===== src/rtl/pin_mux_pkg.sv =====
// Purpose: Constants shared by the pin multiplexer and boot port select.
// Assumes: Sixteen multiplexed pins, indexed by their rapid I/O bit.
// Notes:   Select codes pick the first, second or third listed function.
package pin_mux_pkg;
  localparam int          PIN_COUNT       = 16;
  // Per-pin function select codes
  localparam logic [1:0]  SEL_DEFAULT     = 2'h0;
  localparam logic [1:0]  SEL_SECOND      = 2'h1;
  localparam logic [1:0]  SEL_THIRD       = 2'h2;
  localparam logic [1:0]  SEL_OFF         = 2'h3;
  localparam logic [31:0] PIN_SEL_RESET   = 32'h0000_0000;
  // Master I2C routing
  localparam logic [1:0]  ROUTE_MOVED     = 2'h1;
  localparam logic [1:0]  ENB_BOTH        = 2'h3;
  localparam int          CLK_DEF_BIT     = 14;
  localparam int          DATA_DEF_BIT    = 15;
  localparam int          CLK_ALT_BIT     = 2;
  localparam int          DATA_ALT_BIT    = 3;
  localparam int          STRAP_BIT       = 8;
  // Which slot of each pin is the rapid I/O bit, and which pins have slot 3
  localparam logic [15:0] RAPID_IN_FIRST  = 16'h01FC;
  localparam logic [15:0] RAPID_IN_SECOND = 16'hFE03;
  localparam logic [15:0] HAS_THIRD       = 16'h00EF;
  // Pins forced to their third function when the slave port is SPI
  localparam logic [15:0] SPI_PINS        = 16'h000F;
  // ROM command interpreter codes
  localparam logic [2:0]  CMD_PROGRAM     = 3'h1;
  localparam logic [2:0]  CMD_ERASE       = 3'h2;
  localparam logic [2:0]  CMD_PROTECT     = 3'h3;
  localparam logic [2:0]  CMD_RESET       = 3'h4;
  localparam logic [2:0]  CMD_INFO        = 3'h5;
  localparam logic [1:0]  ERR_NONE        = 2'h0;
  localparam logic [1:0]  ERR_BAD_CMD     = 2'h1;
  localparam logic [1:0]  ERR_PROTECTED   = 2'h2;
endpackage


===== src/rtl/pin_mux_boot_port_select.sv =====
// Purpose: Pin function multiplexer with boot-time slave port selection.
// Assumes: All inputs synchronous to ref_clk_i; pads resolved outside.
// Notes:   Every output but the tied-low reset_pin_n_out_o is registered, so pads follow inputs one cycle late.
`timescale 1ns/1ps
`default_nettype none
// Overview of operation
// - Reset leaves every pin undriven; pin_sel_i applies after
// - Firmware select fields choose each pin function except bit14, bit15, routed bit2/bit3 and SPI-strapped bits 0-3
// - Drive strength and pullup set separately
// - Clock route 01 moves clock to bit2
// - Data route 01 moves data to bit3
// - Reset pin input only, optionally open drain
// - Strap low at startup selects SPI slave
// - Boot to flash only when field set
// - Slave port works while CPU sleeps
// - Host access may wake the CPU
// - Sixteen pins carry rapid I/O or alternates
// - Bit3 pin: data second, select third
// - ROM commands program, erase, protect, reset, info
// - I2C default pins rapid only when enabled
module pin_mux_boot_port_select (
  input  wire logic        ref_clk_i,
  input  wire logic        rst_n_i,
  input  wire logic [31:0] pin_sel_i,
  input  wire logic [1:0]  clock_route_field_i,
  input  wire logic [1:0]  data_route_field_i,
  input  wire logic [15:0] rapid_io_enable_bits_i,
  input  wire logic [15:0] drive_strength_i,
  input  wire logic [15:0] pullup_en_i,
  input  wire logic [15:0] pad_in_i,
  input  wire logic [15:0] rapid_io_port_out_i,
  input  wire logic [15:0] rapid_io_port_oe_i,
  input  wire logic [15:0] first_fn_out_i,
  input  wire logic [15:0] first_fn_oe_i,
  input  wire logic [15:0] second_fn_out_i,
  input  wire logic [15:0] second_fn_oe_i,
  input  wire logic [15:0] third_fn_out_i,
  input  wire logic [15:0] third_fn_oe_i,
  input  wire logic        master_i2c_clock_out_i,
  input  wire logic        master_i2c_clock_oe_i,
  input  wire logic        master_i2c_data_out_i,
  input  wire logic        master_i2c_data_oe_i,
  input  wire logic        reset_pin_n_in_i,
  input  wire logic        reset_drive_en_i,
  input  wire logic        reset_request_i,
  input  wire logic        boot_done_i,
  input  wire logic        boot_from_flash_i,
  input  wire logic        host_access_i,
  input  wire logic        wake_on_host_en_i,
  input  wire logic        rom_cmd_valid_i,
  input  wire logic [2:0]  rom_cmd_i,
  output logic [15:0]      pad_out_o,
  output logic [15:0]      pad_oe_o,
  output logic [15:0]      pad_drive_o,
  output logic [15:0]      pad_pullup_o,
  output logic [15:0]      pin_in_o,
  output logic             master_i2c_clock_in_o,
  output logic             master_i2c_data_in_o,
  output logic             reset_pin_n_out_o,
  output logic             reset_pin_n_oe_o,
  output logic             external_reset_o,
  output logic             slave_port_spi_o,
  output logic             slave_port_ready_o,
  output logic             run_user_code_o,
  output logic             cpu_wake_o,
  output logic             flash_program_o,
  output logic             flash_erase_o,
  output logic             flash_protect_o,
  output logic             device_reset_o,
  output logic             info_read_o,
  output logic [1:0]       error_code_o
);
  logic [15:0] pad_out_reg, pad_out_next, pad_oe_reg, pad_oe_next;
  logic [15:0] drive_reg, pullup_reg, pin_in_reg;
  logic [1:0]  eff_sel [16];
  logic        clk_moved, data_moved, rapid_top;
  logic        mclk_in_reg, mclk_in_next, mdata_in_reg, mdata_in_next;
  logic        rst_oe_reg, rst_oe_next, ext_rst_reg;
  logic        strap_done_reg, strap_done_next, spi_reg, spi_next;
  logic        run_user_reg, run_user_next, wake_reg, wake_next;
  logic [4:0]  cmd_reg, cmd_next;
  logic        protect_reg, protect_next;
  logic [1:0]  err_reg, err_next;

  // Master I2C routing decisions
  assign clk_moved  = (clock_route_field_i == pin_mux_pkg::ROUTE_MOVED);
  assign data_moved = (data_route_field_i == pin_mux_pkg::ROUTE_MOVED);
  assign rapid_top  = clk_moved && data_moved &&
    (rapid_io_enable_bits_i[pin_mux_pkg::DATA_DEF_BIT -: 2] ==
     pin_mux_pkg::ENB_BOTH);

  // Per-pin effective select and single-source output mux
  for (genvar b = 0; b < pin_mux_pkg::PIN_COUNT; b++) begin : g_pin
    always_comb begin
      eff_sel[b] = pin_sel_i[2*b +: 2];
      if (b == pin_mux_pkg::CLK_DEF_BIT) begin
        eff_sel[b] = !clk_moved ? pin_mux_pkg::SEL_DEFAULT :
          (rapid_top ? pin_mux_pkg::SEL_SECOND : pin_mux_pkg::SEL_OFF);
      end else if (b == pin_mux_pkg::DATA_DEF_BIT) begin
        eff_sel[b] = !data_moved ? pin_mux_pkg::SEL_DEFAULT :
          (rapid_top ? pin_mux_pkg::SEL_SECOND : pin_mux_pkg::SEL_OFF);
      end else if (b == pin_mux_pkg::CLK_ALT_BIT && clk_moved) begin
        eff_sel[b] = pin_mux_pkg::SEL_SECOND;
      end else if (b == pin_mux_pkg::DATA_ALT_BIT && data_moved) begin
        eff_sel[b] = pin_mux_pkg::SEL_SECOND;
      end else if (pin_mux_pkg::SPI_PINS[b] && spi_reg) begin
        eff_sel[b] = pin_mux_pkg::SEL_THIRD;
      end
      if (eff_sel[b] == pin_mux_pkg::SEL_THIRD && !pin_mux_pkg::HAS_THIRD[b])
        eff_sel[b] = pin_mux_pkg::SEL_OFF;
    end
    // Only the chosen source reaches the driver
    always_comb begin
      case (eff_sel[b])
        pin_mux_pkg::SEL_DEFAULT: begin
          if (pin_mux_pkg::RAPID_IN_FIRST[b]) begin
            pad_out_next[b] = rapid_io_port_out_i[b];
            pad_oe_next[b]  = rapid_io_port_oe_i[b];
          end else if (b == pin_mux_pkg::CLK_DEF_BIT) begin
            pad_out_next[b] = master_i2c_clock_out_i;
            pad_oe_next[b]  = master_i2c_clock_oe_i;
          end else if (b == pin_mux_pkg::DATA_DEF_BIT) begin
            pad_out_next[b] = master_i2c_data_out_i;
            pad_oe_next[b]  = master_i2c_data_oe_i;
          end else begin
            pad_out_next[b] = first_fn_out_i[b];
            pad_oe_next[b]  = first_fn_oe_i[b];
          end
        end
        pin_mux_pkg::SEL_SECOND: begin
          if (pin_mux_pkg::RAPID_IN_SECOND[b]) begin
            pad_out_next[b] = rapid_io_port_out_i[b];
            pad_oe_next[b]  = rapid_io_port_oe_i[b];
          end else if (b == pin_mux_pkg::CLK_ALT_BIT && clk_moved) begin
            pad_out_next[b] = master_i2c_clock_out_i;
            pad_oe_next[b]  = master_i2c_clock_oe_i;
          end else if (b == pin_mux_pkg::DATA_ALT_BIT && data_moved) begin
            pad_out_next[b] = master_i2c_data_out_i;
            pad_oe_next[b]  = master_i2c_data_oe_i;
          end else begin
            pad_out_next[b] = second_fn_out_i[b];
            pad_oe_next[b]  = second_fn_oe_i[b];
          end
        end
        pin_mux_pkg::SEL_THIRD: begin
          pad_out_next[b] = third_fn_out_i[b];
          pad_oe_next[b]  = third_fn_oe_i[b];
        end
        default: begin
          pad_out_next[b] = 1'b0;
          pad_oe_next[b]  = 1'b0;
        end
      endcase
    end
  end

  // Routed master I2C inputs, reset pin, boot, wake and ROM commands
  always_comb begin
    mclk_in_next    = clk_moved ? pad_in_i[pin_mux_pkg::CLK_ALT_BIT]
                                : pad_in_i[pin_mux_pkg::CLK_DEF_BIT];
    mdata_in_next   = data_moved ? pad_in_i[pin_mux_pkg::DATA_ALT_BIT]
                                 : pad_in_i[pin_mux_pkg::DATA_DEF_BIT];
    rst_oe_next     = reset_drive_en_i && reset_request_i;
    strap_done_next = 1'b1;
    spi_next        = spi_reg;
    if (!strap_done_reg)
      spi_next = !pad_in_i[pin_mux_pkg::STRAP_BIT];
    run_user_next   = run_user_reg;
    if (boot_done_i)
      run_user_next = boot_from_flash_i;
    wake_next       = host_access_i && wake_on_host_en_i;
    cmd_next        = 5'h00;
    protect_next    = protect_reg;
    err_next        = err_reg;
    if (rom_cmd_valid_i) begin
      err_next = pin_mux_pkg::ERR_NONE;
      case (rom_cmd_i)
        pin_mux_pkg::CMD_PROGRAM, pin_mux_pkg::CMD_ERASE: begin
          if (protect_reg)
            err_next = pin_mux_pkg::ERR_PROTECTED;
          else if (rom_cmd_i == pin_mux_pkg::CMD_PROGRAM)
            cmd_next[0] = 1'b1;
          else
            cmd_next[1] = 1'b1;
        end
        pin_mux_pkg::CMD_PROTECT: begin
          cmd_next[2]  = 1'b1;
          protect_next = 1'b1;
        end
        pin_mux_pkg::CMD_RESET: cmd_next[3] = 1'b1;
        pin_mux_pkg::CMD_INFO:  cmd_next[4] = 1'b1;
        default: err_next = pin_mux_pkg::ERR_BAD_CMD;
      endcase
    end
  end

  // State registers; reset values leave every pad undriven with its output low
  always_ff @(posedge ref_clk_i or negedge rst_n_i) begin
    if (!rst_n_i) begin
      pad_out_reg    <= 16'h0000;
      pad_oe_reg     <= 16'h0000;
      drive_reg      <= 16'h0000;
      pullup_reg     <= 16'h0000;
      pin_in_reg     <= 16'h0000;
      mclk_in_reg    <= 1'b1;
      mdata_in_reg   <= 1'b1;
      rst_oe_reg     <= 1'b0;
      ext_rst_reg    <= 1'b0;
      strap_done_reg <= 1'b0;
      spi_reg        <= 1'b0;
      run_user_reg   <= 1'b0;
      wake_reg       <= 1'b0;
      cmd_reg        <= 5'h00;
      protect_reg    <= 1'b0;
      err_reg        <= pin_mux_pkg::ERR_NONE;
    end else begin
      pad_out_reg    <= pad_out_next;
      pad_oe_reg     <= pad_oe_next;
      drive_reg      <= drive_strength_i;
      pullup_reg     <= pullup_en_i;
      pin_in_reg     <= pad_in_i;
      mclk_in_reg    <= mclk_in_next;
      mdata_in_reg   <= mdata_in_next;
      rst_oe_reg     <= rst_oe_next;
      ext_rst_reg    <= !reset_pin_n_in_i;
      strap_done_reg <= strap_done_next;
      spi_reg        <= spi_next;
      run_user_reg   <= run_user_next;
      wake_reg       <= wake_next;
      cmd_reg        <= cmd_next;
      protect_reg    <= protect_next;
      err_reg        <= err_next;
    end
  end

  // Outputs straight from flops, reset pin level tied low; slave port ready does not wait on CPU
  assign pad_out_o             = pad_out_reg;
  assign pad_oe_o              = pad_oe_reg;
  assign pad_drive_o           = drive_reg;
  assign pad_pullup_o          = pullup_reg;
  assign pin_in_o              = pin_in_reg;
  assign master_i2c_clock_in_o = mclk_in_reg;
  assign master_i2c_data_in_o  = mdata_in_reg;
  assign reset_pin_n_out_o     = 1'b0; // Open drain: only ever pulls low
  assign reset_pin_n_oe_o      = rst_oe_reg;
  assign external_reset_o      = ext_rst_reg;
  assign slave_port_spi_o      = spi_reg;
  assign slave_port_ready_o    = strap_done_reg;
  assign run_user_code_o       = run_user_reg;
  assign cpu_wake_o            = wake_reg;
  assign flash_program_o       = cmd_reg[0];
  assign flash_erase_o         = cmd_reg[1];
  assign flash_protect_o       = cmd_reg[2];
  assign device_reset_o        = cmd_reg[3];
  assign info_read_o           = cmd_reg[4];
  assign error_code_o          = err_reg;
endmodule
`default_nettype wire


===== config.mk =====
export PLATFORM = sky130hd
export DESIGN_NAME = pin_mux_boot_port_select
export DESIGN_NICKNAME = d
export VERILOG_FILES = /design/src/rtl/pin_mux_pkg.sv /design/src/rtl/pin_mux_boot_port_select.sv
export SDC_FILE = /design/constraint.sdc
export NUM_CORES = 1
export LEC_CHECK = 0
export ABC_AREA = 0
export BUFFER_PORTS_ARGS = -buffer_cell sky130_fd_sc_hd__buf_2
export CORE_AREA = 2 2 132 134
export CTS_BUF_LIST = sky130_fd_sc_hd__clkbuf_16
export DETAILED_ROUTE_END_ITERATION = 10
export DIE_AREA = 0 0 134 136
export SETUP_SLACK_MARGIN = 0.05
export SYNTH_ARGS = -nofsm -noshare
export SYNTH_HDL_FRONTEND = slang
export SYNTH_SLANG_ARGS = --single-unit
export TNS_END_PERCENT = 50

===== constraint.sdc =====
create_clock -name ref_clk_i -period 3.8 [get_ports ref_clk_i]
set_clock_uncertainty 0.2 [all_clocks]
set_input_delay 0.38 -clock ref_clk_i [delete_from_list [all_inputs] [get_ports ref_clk_i]]
set_output_delay 0.38 -clock ref_clk_i [all_outputs]
set_load 0.05 [all_outputs]

==> results.md <==
- Synth cell types: 37
- Clk_lat worst skew: ~0.33 ns
- Final min period: 1.919 ns
- Maximum vdd drop: around 0.19 mV
- Post-CTS sizing: 0
- Worst path required time: 3.22 ns
- Fin. Hold Viols: 0
- Io pins: between 300 and 400
- Max transition margin: 47.45%
- Crit-path slowest cell: dfrtp_1
- Die Span Y: 136 um
- Fillcell total: 1,711
- Buffer and inverter count on the worst path: 1
- Post-CTS Setup Inserts: 0
- Ys flop type: dfrtp_1
- Post-synth top area cell: dfrtp_1
- CP startpoint kind: register
- Multi-input logic area: 794.5 um2
- Clk pin slew, worst setup/hold paths: around 0.070 ns
- Die W: about 130 um
- Area Growth Syn to Fin: 76.62%
- Status: complete, no violations
- Largest net degree at the start of global routing: 63
- Fmax: ~520 MHz
- Post-synth EDFFs: 0
- Total CTS buffers: 9
- Critical Path Source: slave_port_spi_o$_DFFE_PN0N_
- CP arrival: 1.34 ns
- Critical path's top delay family: flip-flops
- Vias: 3,016
- Seq cells post-synth: between 90 and 100
- Tcrit/Tclk final: between 50% and 60%
- Critical-path cell list: buf_2
- Crit Path Max Fanout: 15
- Seq/Total Area, Yosys: around three quarters
- Remaining DRCs: 0
- CTS tree: yes
- FF-to-FF path depth: 3
- PD cells: between 400 and 500 nW/um2
- Initial antenna violation count: 0
- Crit end category: output pin
- CTS Sinks: 96
- Root buf cell: clkbuf_16
- PortBufs: between 200 and 300
- Placed instance count: 719
- Routed length per instance: 12.60 um
- Maxcap violations: 0
- GP Congestion: 0.7253
- DRT iter0 DRCs: 83
- RSZ-0062 raised after global routing: no
- Net Count, Synth: 473
- Global-route wire length before repair: 14,750 um
- Syn Inst Count: 228
- Core area: 16,880 um2
- Slowest stage delay, CP: 0.64 ns
- Drt first pass iters: 4
- Nets: 807
- Area of the mapped netlist: 3264 um2
- Cell Count, Final, Fillers Out: 792
- Worst Hold Class: input pin to register
- Final ANT Viol Nets: 0
- R2r startpoint: slave_port_spi_o$_DFFE_PN0N_
- Finish-stage setup viols: 0
- Slew Viols, Final: 0
- Kind of critical path: register to output pin
- Ys Warns: 0
- Number of stages on the worst setup path: 1
- Initial Util: 19.34%
- Detailed Place HPWL: 7402 um
- Rows: 48
- Vias/cell: approximately 3.8
- Die Footprint: 18,220 um2
- Slew @ Worst Pin: roughly 0.79 ns
- Synth top area cells: dfrtp_1 (72%), mux2i_1 (8.6%), nand2_1 (2.1%)
- Ant diodes: 0
- Layout cells sized above 1: slightly above 50%
- Vias in the first global route: 2,996
- Post-synth top area share: 72.06%
- Leakage: just over 3 nW
- Share of flip-flops with an asynchronous set or reset: 100.0%
- Count leader, synth: dfrtp_1
- Wirelength, routed: 9983 um
- H-tree levels: 3
- Hold Path Depth: 3
- Largest buffer count on any clock path: 2
- Hold buffer count at cts: 57
- Commonest cells in the netlist: dfrtp_1 (94), mux2i_1 (28), nand2_1 (18)
- Hold path start: second_fn_out_i[7]
- Remaining Overflow, GRT: 0
- Final TNS setup: 0 ns
- Synth Area per Inst: 14.32 um2
- Sequential Area: 2405 um2
- GRT Total Usage: a little over a tenth
-- final timing paths --
check                                                  endpoint  slack, ns
worst max-delay path                           slave_port_spi_o       1.88
worst min-delay path                     pad_out_o[7]$_DFF_PN0_       0.04
worst max register to register           pad_out_o[2]$_DFF_PN0_       2.26
worst min register to register     slave_port_spi_o$_DFFE_PN0N_       0.29
max in group asynchronous       master_i2c_clock_in_o$_DFF_PN1_       2.10
min in group asynchronous                 pin_in_o[7]$_DFF_PN0_       0.48
-- placed cells by master, fill, tap and decap left out, types with 3 or more instances in the layout --
cell / count
buf_4: 3
a21oi_1: 4
mux2i_1: 28
o32ai_1: 4
o21ai_0: 9
nor2_1: 17
clkbuf_16: 9
inv_1: 11
buf_2: 266
a22o_1: 4
dlygate4sd3_1: 57
dfrtp_1: 94
nand2_1: 18
nor2b_1: 6
-- report_power, final --
part	switching, mW	leakage (nW)	internal [mW]
Combinational	0.358	1.73	0.182
Clock	0.388	0.155	0.578
Sequential	0.0210	1.16	1.09
Total	0.767	3.04	1.84
-- area by class of cell --
cell class / count / share of cell area (%)
flip-flops and latches: 96 / 41.71
repair buffers: 326 / 33.38
multi-input cells: 118 / 13.78
well taps: 225 / 4.883
clock buffers: 9 / 3.906
clock inverters: 7 / 1.628
inverters: 11 / 0.7161
-- cell families (layout without fill, tap and decap cells) --
kind of cell,count (synthesis),in the layout,share of synthesized area (%)
and+or+nand+nor,60,60,9.544
other,2,2,0.2301
buffers and inverters,14,353,1.993
AOI/OAI and AO/OA,26,26,5.366
DFF,96,96,73.67
muxes,29,29,8.931
xor gates and xnor gates,1,1,0.2684
-- metrics by stage --
step | area, um2 | worst slack (ns) | util (%) | hold WS (ns) | power (mW)
after floorplan | 3264 | 2.284 | - | -0.1156 | 1.419
after global placement | 4876 | 2.196 | 28.89 | 0.2789 | 1.620
after detailed placement | 4876 | 2.206 | 28.89 | 0.2739 | 1.624
after CTS | 5766 | 1.843 | 34.16 | 0.02069 | 2.660
after global routing | 5766 | 1.792 | 34.16 | 0.03670 | 2.741
final | 5766 | 1.881 | 34.16 | 0.04151 | 2.612
-- per-layer routing --
| layer | track usage [%] | up-vias | share of wire, % | wire, um |
|---|---|---|---|---|
| met5 | 0 | - | 0 | 0 |
| met1 | 11.39 | 1391 | 38 | 3796 |
| li1 | - | 1440 | - | - |
| met4 | 3.191 | 0 | 1.2 | 115 |
| met2 | 19.52 | 175 | 51 | 5140 |
| met3 | 3.729 | 10 | 9.3 | 931 |
Power figures use the tool's default switching activity.
